## config.mk

```make
export PLATFORM = sky130hd
export DESIGN_NAME = sdt_split_timer
export DESIGN_NICKNAME = d
export VERILOG_FILES = /design/src/rtl/sdt_pkg.sv /design/src/rtl/sdt_prescaler.sv /design/src/rtl/sdt_split_timer.sv
export SDC_FILE = /design/constraint.sdc
export NUM_CORES = 1
export LEC_CHECK = 0
export BUFFER_PORTS_ARGS = -buffer_cell sky130_fd_sc_hd__buf_4
export CAP_MARGIN = 20
export CORE_MARGIN = 2
export CORE_UTILIZATION = 30
export DETAILED_ROUTE_END_ITERATION = 10
export RECOVER_POWER = 100
export SYNTH_ARGS = -nofsm -noshare
export SYNTH_HDL_FRONTEND = slang
export SYNTH_SLANG_ARGS = --single-unit
```

## constraint.sdc

```tcl
create_clock -name pclk -period 3.2 [get_ports pclk]
set_clock_uncertainty 0.15 [all_clocks]
set_input_delay 0.48 -clock pclk [delete_from_list [all_inputs] [get_ports pclk]]
set_output_delay 0.48 -clock pclk [all_outputs]
set_load 0.02 [all_outputs]
```

## src/rtl/sdt_pkg.sv

```systemverilog
// Package for the split dual byte timer control block.
// Assumes a 32-bit APB slave where each byte register takes one aligned word.

package sdt_pkg;

  // ----------------------------------------------------------------------
  // Register indices (byte address is four times the index)
  // ----------------------------------------------------------------------
  localparam logic [5:0] SDT_IDX_PRESCALE_EN  = 6'h00;
  localparam logic [5:0] SDT_IDX_OUT_ENABLE   = 6'h01;
  localparam logic [5:0] SDT_IDX_OUT_LEVEL    = 6'h02;
  localparam logic [5:0] SDT_IDX_SPLIT_SELECT = 6'h03;
  localparam logic [5:0] SDT_IDX_CMD_CLEAR    = 6'h04;
  localparam logic [5:0] SDT_IDX_CMD_SET      = 6'h05;
  localparam logic [5:0] SDT_IDX_INT_ENABLE   = 6'h0a;
  localparam logic [5:0] SDT_IDX_INT_FLAG     = 6'h0b;
  localparam logic [5:0] SDT_IDX_LOW_CNT      = 6'h20;
  localparam logic [5:0] SDT_IDX_HIGH_CNT     = 6'h21;
  localparam logic [5:0] SDT_IDX_LOW_PER      = 6'h26;
  localparam logic [5:0] SDT_IDX_HIGH_PER     = 6'h27;
  localparam logic [5:0] SDT_IDX_CMP_BASE     = 6'h28;
  localparam logic [5:0] SDT_IDX_CMP_LAST     = 6'h2d;

  // ----------------------------------------------------------------------
  // Field positions and masks
  // ----------------------------------------------------------------------
  localparam int unsigned SDT_ENABLE_BIT    = 0;
  localparam int unsigned SDT_PRESCALE_LSB  = 1;
  localparam int unsigned SDT_SPLIT_BIT     = 0;
  localparam int unsigned SDT_CMD_LSB       = 2;
  localparam int unsigned SDT_TARGET_LSB    = 0;
  localparam int unsigned SDT_HIGH_OUT_LSB  = 4;
  localparam int unsigned SDT_LOW_UNF_BIT   = 0;
  localparam int unsigned SDT_HIGH_UNF_BIT  = 1;
  localparam int unsigned SDT_LOW_CMP_LSB   = 4;
  localparam logic [7:0]  SDT_OUT_MASK      = 8'h77;
  localparam logic [7:0]  SDT_INT_MASK      = 8'h73;

  // ----------------------------------------------------------------------
  // Reset values
  // ----------------------------------------------------------------------
  localparam logic [7:0] SDT_REG_RST = 8'h00;
  localparam logic [7:0] SDT_PER_RST = 8'hff;

  // ----------------------------------------------------------------------
  // Commands and targets
  // ----------------------------------------------------------------------
  typedef enum logic [1:0] {
    SDT_CMD_NONE       = 2'b00,
    SDT_CMD_RESERVED   = 2'b01,
    SDT_CMD_RESTART    = 2'b10,
    SDT_CMD_HARD_RESET = 2'b11
  } sdt_cmd_type;

  localparam logic [1:0] SDT_TARGET_BOTH = 2'b11;

  // ----------------------------------------------------------------------
  // Prescaler terminal counts, divide by 1,2,4,8,16,64,256,1024
  // ----------------------------------------------------------------------
  localparam int unsigned SDT_PRESC_W = 10;
  localparam logic [9:0] SDT_DIV_TERM [8] = '{10'h000, 10'h001, 10'h003, 10'h007,
                                              10'h00f, 10'h03f, 10'h0ff, 10'h3ff};

endpackage

```

## src/rtl/sdt_prescaler.sv

```systemverilog
// Count clock prescaler for the split dual byte timer.
// Assumes run and clear are synchronous to pclk; tick is a one-cycle pulse.
`timescale 1ns/1ps
`default_nettype none

module sdt_prescaler
  import sdt_pkg::*;
(
  // Clock and reset
  input  wire logic       pclk,
  input  wire logic       presetn,
  // Control
  input  wire logic       run,
  input  wire logic       clear,
  input  wire logic [2:0] sel,
  // Count clock pulse
  output logic            tick
);

  typedef struct packed {
    logic [SDT_PRESC_W-1:0] cnt;
  } sdt_presc_state_type;

  sdt_presc_state_type s_r;
  sdt_presc_state_type s_nxt;

  // ----------------------------------------------------------------------
  // Divider
  // ----------------------------------------------------------------------
  assign tick = run && !clear && (s_r.cnt == SDT_DIV_TERM[sel]);

  always_comb
  begin
    s_nxt = s_r;
    // Restart realigns the divider so the first period is whole
    if (!run || clear || tick)
      s_nxt.cnt = '0;
    else
      s_nxt.cnt = s_r.cnt + 1'b1;
  end

  always_ff @(posedge pclk or negedge presetn)
  begin
    if (!presetn)
      s_r <= '0;
    else
      s_r <= s_nxt;
  end
endmodule
`default_nettype wire

```

## src/rtl/sdt_split_timer.sv

```systemverilog
// Split dual byte timer control: two 8-bit down counters, commands, flags, waveforms.
// Assumes an APB master on pclk; registers sit at four times their index.
//
// Functional notes
// - Count clock is pclk divided by 1,2,4,8,16,64,256,1024 from prescale bits 3:1.
// - Timer counts only while the enable bit 0 is one.
// - Compare output enable bits hand the waveform pins to the timer.
// - While disabled the output level bits set each waveform output whose output enable bit is one.
// - Split select bit must be one for the two 8-bit counters to count at all.
// - Command 2 restarts, 3 hard resets, hard reset ignored while enabled.
// - Command field always reads as zero in set and clear registers.
// - Commands apply only when target field selects both counters.
// - Writing one to clear register clears just that bit.
// - Writing one to set register sets just that bit.
// - Interrupt enable bits 6:4 enable low byte compare interrupts.
// - Enable bit 1 for high underflow, bit 0 for low underflow.
// - Low compare flag sets on a count tick where low counter equals that channel compare.
// - Compare flags clear only by software writing one or by the hard reset command.
// - High underflow flag bit 1 sets at bottom, sticks until cleared.
// - Low underflow flag bit 0 sets at bottom, sticks until cleared.
// - Software counter write beats a count, clear or reload that cycle.
// - High compare values compared on each count tick for waveform matches.
`timescale 1ns/1ps
`default_nettype none

module sdt_split_timer
#(
  parameter int unsigned NUM_CH = 3
)
(
  // Clock and reset
  input  wire logic        pclk,
  input  wire logic        presetn,
  // APB slave
  input  wire logic        psel,
  input  wire logic        penable,
  input  wire logic        pwrite,
  input  wire logic [7:0]  paddr,
  input  wire logic [31:0] pwdata,
  output logic [31:0]      prdata,
  output logic             pready,
  output logic             pslverr,
  // Waveform pins, index 0..2 low byte, 3..5 high byte
  output logic [5:0]       waveform_output_n,
  output logic [5:0]       waveform_override,
  // Interrupt request
  output logic             irq
);

  import sdt_pkg::*;

  // ----------------------------------------------------------------------
  // Parameter check
  // ----------------------------------------------------------------------
  if (NUM_CH < 1 || NUM_CH > 3)
  begin : g_bad_ch
    $error("NUM_CH must lie between 1 and 3");
  end

  // ----------------------------------------------------------------------
  // State
  // ----------------------------------------------------------------------
  typedef struct packed {
    logic                  enable;
    logic [2:0]            count_clock_prescale;
    logic [7:0]            out_enable;
    logic [7:0]            out_level;
    logic                  dual_byte_counter_select;
    logic [1:0]            command_target_select;
    logic [7:0]            int_enable;
    logic [7:0]            int_flags;
    logic [1:0][7:0]       cnt;
    logic [1:0][7:0]       per;
    logic [1:0][2:0][7:0]  cmp;
    logic [1:0][2:0]       wg;
    logic [31:0]           prdata;
    logic                  pready;
    logic                  pslverr;
    logic [5:0]            wave_out;
    logic [5:0]            wave_oe;
    logic                  irq;
  } sdt_state_type;

  sdt_state_type s_r;
  sdt_state_type s_nxt;
  sdt_state_type rst_val;

  // ----------------------------------------------------------------------
  // Address decode
  // ----------------------------------------------------------------------
  function automatic logic sdt_mapped(input logic [5:0] idx);
    logic hit;
    hit = 1'b0;
    unique case (idx)
      SDT_IDX_PRESCALE_EN, SDT_IDX_OUT_ENABLE, SDT_IDX_OUT_LEVEL, SDT_IDX_SPLIT_SELECT,
      SDT_IDX_CMD_CLEAR, SDT_IDX_CMD_SET, SDT_IDX_INT_ENABLE, SDT_IDX_INT_FLAG,
      SDT_IDX_LOW_CNT, SDT_IDX_HIGH_CNT, SDT_IDX_LOW_PER, SDT_IDX_HIGH_PER:
        hit = 1'b1;
      default:
        hit = (idx >= SDT_IDX_CMP_BASE) && (idx <= SDT_IDX_CMP_LAST);
    endcase
    return hit;
  endfunction

  logic [5:0] idx;
  logic       addr_ok;
  logic       setup;
  logic       wr_acc;
  logic [7:0] wbyte;
  logic [5:0] cmp_off;
  logic       cmp_sel;
  logic [1:0] cmp_ch;

  assign idx     = paddr[7:2];
  assign addr_ok = (paddr[1:0] == 2'b00) && sdt_mapped(idx);
  assign setup   = psel && !penable;
  assign wr_acc  = psel && penable && s_r.pready && pwrite && addr_ok;
  assign wbyte   = pwdata[7:0];
  assign cmp_off = idx - SDT_IDX_CMP_BASE;
  assign cmp_sel = cmp_off[0];
  assign cmp_ch  = cmp_off[2:1];

  // ----------------------------------------------------------------------
  // Commands
  // ----------------------------------------------------------------------
  logic        wr_set;
  logic        wr_clr;
  logic [1:0]  target_nxt;
  sdt_cmd_type cmd;
  logic        do_restart;
  logic        do_hard_reset;
  logic        run;
  logic        tick;

  assign wr_set        = wr_acc && idx == SDT_IDX_CMD_SET;
  assign wr_clr        = wr_acc && idx == SDT_IDX_CMD_CLEAR;
  assign target_nxt    = s_r.command_target_select | wbyte[SDT_TARGET_LSB +: 2];
  assign cmd           = sdt_cmd_type'(wbyte[SDT_CMD_LSB +: 2]);
  // Reserved target codes select nothing, so only both counters act
  assign do_restart    = wr_set && cmd == SDT_CMD_RESTART && target_nxt == SDT_TARGET_BOTH;
  assign do_hard_reset = wr_set && cmd == SDT_CMD_HARD_RESET && target_nxt == SDT_TARGET_BOTH
                         && !s_r.enable;
  assign run           = s_r.enable && s_r.dual_byte_counter_select;

  sdt_prescaler u_prescaler (
    .pclk    (pclk),
    .presetn (presetn),
    .run     (run),
    .clear   (do_restart),
    .sel     (s_r.count_clock_prescale),
    .tick    (tick)
  );

  // ----------------------------------------------------------------------
  // Reset image for the hard reset command, same values that presetn loads
  // ----------------------------------------------------------------------
  always_comb
  begin
    rst_val     = '0;
    rst_val.per = {SDT_PER_RST, SDT_PER_RST};
  end

  // ----------------------------------------------------------------------
  // Read mux
  // ----------------------------------------------------------------------
  function automatic logic [7:0] sdt_read(input sdt_state_type s, input logic [5:0] i,
                                          input logic sel_hi, input logic [1:0] ch);
    logic [7:0] d;
    d = 8'h00;
    unique case (i)
      SDT_IDX_PRESCALE_EN:  d = {4'h0, s.count_clock_prescale, s.enable};
      SDT_IDX_OUT_ENABLE:   d = s.out_enable;
      SDT_IDX_OUT_LEVEL:    d = s.out_level;
      SDT_IDX_SPLIT_SELECT: d = {7'h00, s.dual_byte_counter_select};
      SDT_IDX_CMD_CLEAR,
      SDT_IDX_CMD_SET:      d = {6'h00, s.command_target_select};
      SDT_IDX_INT_ENABLE:   d = s.int_enable;
      SDT_IDX_INT_FLAG:     d = s.int_flags;
      SDT_IDX_LOW_CNT:      d = s.cnt[0];
      SDT_IDX_HIGH_CNT:     d = s.cnt[1];
      SDT_IDX_LOW_PER:      d = s.per[0];
      SDT_IDX_HIGH_PER:     d = s.per[1];
      default:
        if (i >= SDT_IDX_CMP_BASE && i <= SDT_IDX_CMP_LAST && ch < 2'(NUM_CH))
          d = s.cmp[sel_hi][ch];
    endcase
    return d;
  endfunction

  // ----------------------------------------------------------------------
  // Next state
  // ----------------------------------------------------------------------
  logic [7:0] flag_set;
  logic [7:0] flag_clr;

  always_comb
  begin
    s_nxt    = s_r;
    flag_set = 8'h00;
    flag_clr = 8'h00;

    // APB answer: one access cycle, never a wait state
    s_nxt.pready  = setup;
    s_nxt.pslverr = setup && !addr_ok;
    if (setup)
      s_nxt.prdata = (addr_ok && !pwrite) ? {24'h00_0000, sdt_read(s_r, idx, cmp_sel, cmp_ch)} : 32'h0000_0000;

    // Counting
    for (int b = 0; b < 2; b++)
    begin
      if (tick)
      begin
        for (int c = 0; c < NUM_CH; c++)
        begin
          if (s_r.cnt[b] == s_r.cmp[b][c])
          begin
            s_nxt.wg[b][c] = 1'b1;
            if (b == 0)
              flag_set[SDT_LOW_CMP_LSB + c] = 1'b1;
          end
        end
        if (s_r.cnt[b] == 8'h00)
        begin
          s_nxt.cnt[b] = s_r.per[b];
          s_nxt.wg[b]  = 3'b000;
          flag_set[b == 0 ? SDT_LOW_UNF_BIT : SDT_HIGH_UNF_BIT] = 1'b1;
        end
        else
          s_nxt.cnt[b] = s_r.cnt[b] - 8'h01;
      end
      if (do_restart)
      begin
        s_nxt.cnt[b] = s_r.per[b];
        s_nxt.wg[b]  = 3'b000;
      end
    end

    // Register writes, after counting so they win
    if (wr_acc)
    begin
      unique case (idx)
        SDT_IDX_PRESCALE_EN:
        begin
          s_nxt.enable               = wbyte[SDT_ENABLE_BIT];
          s_nxt.count_clock_prescale = wbyte[SDT_PRESCALE_LSB +: 3];
        end
        SDT_IDX_OUT_ENABLE:   s_nxt.out_enable = wbyte & SDT_OUT_MASK;
        SDT_IDX_OUT_LEVEL:    s_nxt.out_level = wbyte & SDT_OUT_MASK;
        SDT_IDX_SPLIT_SELECT: s_nxt.dual_byte_counter_select = wbyte[SDT_SPLIT_BIT];
        SDT_IDX_CMD_CLEAR:
          s_nxt.command_target_select = s_r.command_target_select & ~wbyte[SDT_TARGET_LSB +: 2];
        SDT_IDX_CMD_SET:      s_nxt.command_target_select = target_nxt;
        SDT_IDX_INT_ENABLE:   s_nxt.int_enable = wbyte & SDT_INT_MASK;
        SDT_IDX_INT_FLAG:     flag_clr = wbyte & SDT_INT_MASK;
        SDT_IDX_LOW_CNT:      s_nxt.cnt[0] = wbyte;
        SDT_IDX_HIGH_CNT:     s_nxt.cnt[1] = wbyte;
        SDT_IDX_LOW_PER:      s_nxt.per[0] = wbyte;
        SDT_IDX_HIGH_PER:     s_nxt.per[1] = wbyte;
        default:
          if (cmp_ch < 2'(NUM_CH))
            s_nxt.cmp[cmp_sel][cmp_ch] = wbyte;
      endcase
    end

    // A flag event in the clearing cycle survives
    s_nxt.int_flags = (s_r.int_flags & ~flag_clr) | flag_set;

    if (do_hard_reset)
    begin
      s_nxt         = rst_val;
      s_nxt.pready  = 1'b0;
      s_nxt.prdata  = s_r.prdata;
    end

    // Stopped timer shows the programmed levels
    if (!s_nxt.enable)
      for (int b = 0; b < 2; b++)
        s_nxt.wg[b] = s_nxt.out_level[b * SDT_HIGH_OUT_LSB +: 3];

    s_nxt.wave_oe  = {s_nxt.out_enable[SDT_HIGH_OUT_LSB +: 3], s_nxt.out_enable[2:0]};
    s_nxt.wave_out = {s_nxt.wg[1], s_nxt.wg[0]} & s_nxt.wave_oe;
    s_nxt.irq      = |(s_nxt.int_flags & s_nxt.int_enable);
  end

  always_ff @(posedge pclk or negedge presetn)
  begin
    if (!presetn)
    begin
      s_r     <= '0;
      s_r.per <= {SDT_PER_RST, SDT_PER_RST};
    end
    else
      s_r <= s_nxt;
  end

  assign prdata            = s_r.prdata;
  assign pready            = s_r.pready;
  assign pslverr           = s_r.pslverr;
  assign waveform_output_n = s_r.wave_out;
  assign waveform_override = s_r.wave_oe;
  assign irq               = s_r.irq;

  logic cnt_touch;
  assign cnt_touch = do_restart || do_hard_reset || (wr_acc && (idx == SDT_IDX_LOW_CNT));
endmodule
`default_nettype wire

```

Word-level counts from Yosys, hierarchy flattened
Memories as Yosys holds them, arrays and structs flattened.
Cells that the tools add are included.
Widths: inputs -> output; s select.
Word-level totals
  bits in registers: 176
  memory bits (read-only): 80
  input port bits: 45
  output and inout port bits: 47
  word-level logic and storage cells: 188
  memories: 1
Cells by class
  $add $sub $neg: 4
  $lt $le $gt $ge: 8
  eq/ne operators: 22
  multiplexer cells: 61
  bitwise logic cells: 10
  reduce and logical (&&, ||, !) cells: 54
Memory list
  (no name shown): words 8, width 10, rd ports 1, clocked after memory_dff 0, wr ports 0, line sdt_prescaler.sv:30  | assign tick = run && !clear && (s_r.cnt == SDT_DIV_TERM[sel]);
Operators by type and width (number)
  $mux 172: 1
  $mux 8: 17
  $mux 48: 2
  $pmux 8 s11: 1
  $mux 80: 1
  $mux 24: 3
  $bwmux 48: 1
  $eq 8x8->1: 6
  $mux 32: 1
  $mux 31: 1
  $mux 10: 3
  $demux 24 s1: 1
  $eq 6x6->1 const B: 4
  $logic_and 1x1->1: 21
  $mux 3: 7
  $and 8x8->8: 2
  $bmux 8 s2: 1
  $demux 8 s2: 1
  $logic_not 8->1: 2
  $reduce_and 2->1: 8
  $reduce_bool 2->1: 8
  $sub 8x1->8 const B: 2
  $mux 1: 15
  $mux 7: 2
  37 further kinds: 48

Longest topological paths before layout
  depth in word-level cells: 18
  depth in mapped cells: 11
  gate-level depth less buffers: 9

Hierarchy
From an unflattened synthesis, not the netlist that was laid out.
Unflattened totals
  cell total of the unflattened synthesis: 954
  area, all modules: 8821.0 um2
By module, submodules not included
  sdt_split_timer: instances 1, cells an instance 887, area each 8159.1 um2
  sdt_prescaler: instances 1, cells an instance 67, area each 661.9 um2

Least setup slack after synthesis
No wires, ideal clock.
  path type: input to register
  start: in paddr[7]
  end: reg s_r, in the netlist irq
  library setup time: 0.131 ns
  arrival time: 2.365 ns
  required time: 2.919 ns
  path slack: 0.554 ns
  stages: 9
  path buffers: 2
  path through: buf_4 or4b_4 nor4_4 and4_1 buf_6 nor2_1 a22oi_1 o22ai_1 or3_1
RTL lines
  start, declared: line sdt_split_timer.sv:38  | input wire logic [7:0] paddr,
  end signal, assigned: line sdt_split_timer.sv:293  | s_r <= s_nxt;
  end, declared: line sdt_split_timer.sv:84  | sdt_state_type s_r;

==> metrics.cfg <==
[placed_design]
dp_hpwl_um=20280
placedCellCount=1389
place.gp.congestion=0.9050
port_buffers=43

[synth]
synth_edf_count=0
synth_flop_cell=dfrtp_1
synth_mux_area_share_pct=3.773
synth-simple-area-share_pct=20.87
synth_area_per_cell_um2=8.766
synth_adder_area_share_pct=0.4240
synth_area_leader_cell=dfrtp_1
synth_area_mm2=0.008853
synth_compound_area_share_pct=18.17
ys_seq_area_share_pct=42.06
yosys.cell_count.top_type=nand2_1
async_flop_share_pct=100.0
ys_top_cells_by_count=nand2_1 (151), dfrtp_1 (132), o21ai_0 (83), nor2_1 (65), xor2_1 (56)
synth_cells=1010
synth_xor_area_share_pct=5.639
synth_top_family_by_area=simple AND/OR/NAND/NOR gates
synth_cell_types=77
netlist_top_cells_area=dfrtp_1 (37%), nand2_1 (6.4%), xor2_1 (5.5%)
yosysTopAreaCellShare_pct=37.31
synth.yosys.warnings=0
synth-seq-cells=148

[global_routing]
grt_max_degree=70
grt_overflow=0
gr-usage-all-layers_pct=18.84
grt_pass1_wl_um=44460
antenna_found_initial=0
grt_pass1_vias=7284

[power_and_ir_drop]
ir_drop_uv=291.1
p_per_area_mw_per_mm2=419.2
leakagePower_uw=0.004271

[critical_path]
crit_fanout=15
worst_setup_path_start_kind=input pin
worstReg2RegEnd=s_r[50]
cp_cell_sequence=buf_4, or4b_4, nor4_1, and4_1, clkbuf_2, nor3_1, or2_1
endpoint_kind=register
reg2reg_from=s_r[150]
reg2reg_slack_ps=320
cpPeakStageDelay_ps=810
crit_arrival_ps=3200
crit_required_ps=3360
cp_slowest_cell=nor4_1
critPathKind=input pin to register
reg2regPathDepth=6

[clock_tree]
ctsResizeCount=0
cts_hold_buf=1
cts_tree=done
clock-sinks=148
clk_path_buf_depth=2
htreeDepth=4
cts-buffers-inserted=17
clk_pin_slew_ps=60
cts_root_buf=clkbuf_16
cts_setup_buffers=0
clk_latency_ps=440

[floorplan]
die_x_um=175.8
dieArea_mm2=0.03090
core_mm2=0.02886
ios=92
die_h_um=175.8
rows=62
initial_utilization_pct=30.68

[job]
maxCapViolCount=1

[finish]
synthToLayoutAreaGrowth_pct=12.21
drive_gt1_share_pct=13.39
stdcell_count=1422
fin_nets=1073
antennaDiodeCount=0
multi_input_area_mm2=0.004385
seq_area_mm2=0.003724
final.fill_count=3009

[sta]
hold_viol=0
rsz0062_at_grt=no
setup_viol=0
timing.fmax_mhz=328.1
hold_slack_ps=197.0
period_share_pct=95.24
worstMarginPinSlew_ps=1849
slew_headroom_pct=-23.25
fin_crit_ps=3048
setup-tns-final_ps=0
slew_viol_final=69

[run_status]
violations=capacitance limit, slew limit
outcome=finished with violations

[detailed_routing]
vias=7757
drtIter0Drc=782
routed_wl_um=28940
dr.pass1.iters=5
remaining_drc_errors=0
wl_per_cell_um=20.35
ant_nets=0
avgViaCountPerCell=5.455

[hold_path]
min_path_cells=3
min_from=paddr[0]
holdPathEnd=pslverr
hold_path_class=input pin to register

[worst max-delay path by stage]
stage	startpoint	endpoint	slack, ps
5_1_grt	paddr[4]	s_r[122]	50
4_1_cts	s_r[168]	waveform_output_n[0]	370
6_report	paddr[5]	s_r[50]	150
3_5_place_dp	paddr[5]	waveform_output_n[0]	140
2_1_floorplan	paddr[7]	irq	550
3_3_place_gp	paddr[5]	waveform_output_n[0]	160
[final cells by class]
| type | count | area share, % |
|---|---|---|
| Clock buffer | 19 | 4.559 |
| Clock inverter | 13 | 1.499 |
| Inverter | 31 | 1.171 |
| Multi-Input combinational cell | 731 | 44.14 |
| Sequential cell | 148 | 37.48 |
| Tap cell | 384 | 4.836 |
| Timing Repair Buffer | 96 | 6.310 |
[flip-flops by register name, indices dropped and copies added, names as in the netlist]
signal             cells
irq                    1
prdata                 8
pready                 1
pslverr                1
s_r                  121
u_prescaler.s_r       10
waveform_output_n      6
[worst max-delay path, delay by kind of cell]
family        cells  cell delay [ps]
buf+inv           2              510
simple gates      5             2210
[cells by family (layout without fill, tap and decap cells)]
group                      Yosys count  after routing
xor gates and xnor gates            57             57
AOI/OAI and AO/OA                  244            244
DFF                                148            148
and+or+nand+nor                    380            380
muxes                               23             23
buffers and inverters              154            159
other                                1             24
adders and majority gates            3              3
[routing by layer]
metal,part of all wire [%],track usage [%],routed length (um),vias to the layer above
li1,-,-,-,3528
met1,44,26.46,12630,3779
met2,44,27.85,12750,378
met3,8.7,4.264,2513,72
met4,3.6,7.920,1047,0
met5,0,0,0,-
[where the power goes]
| group | total (uW) | switching (uW) | internal (uW) | leakage [uW] |
|---|---|---|---|---|
| clock | 2050 | 854 | 1200 | 0.000274 |
| combinational | 224 | 168 | 56.7 | 0.00204 |
| sequential | 1890 | 8.90 | 1880 | 0.00196 |
| total | 4160 | 1030 | 3130 | 0.00427 |
[cells in the final DEF (no fill, tap or decap), drive strengths merged, types with 5 or more instances in the layout]
cell,instances
clkbuf,54
nand2b,6
nor4,17
mux2i,15
a21boi,5
a21oi,32
a22oi,34
nand2,151
nor2b,8
a31oi,9
and3,6
conb,24
nor2,68
inv,33
a32o,5
dfrtp,132
nor3,29
clkinvlp,6
mux4,8
dfstp,16
and2,5
nand3,51
o21a,5
buf,60
nand4,11
o21ai,86
xor2,56
a22o,13
and4,6
o22ai,14
[metrics by stage]
stage | setup WS [ps] | utilization, % | cell area (um^2) | total power (uW)
detailed placement | 143.3 | 32.86 | 9483 | 2151
global route | 54.29 | 34.43 | 9935 | 4287
global placement | 164.3 | 32.86 | 9483 | 2149
finish | 152.4 | 34.43 | 9935 | 4164
floorplan | 554.0 | - | 8940 | 2058
CTS | 372.7 | 34.98 | 10090 | 4191
Power figures use the tool's default switching activity.
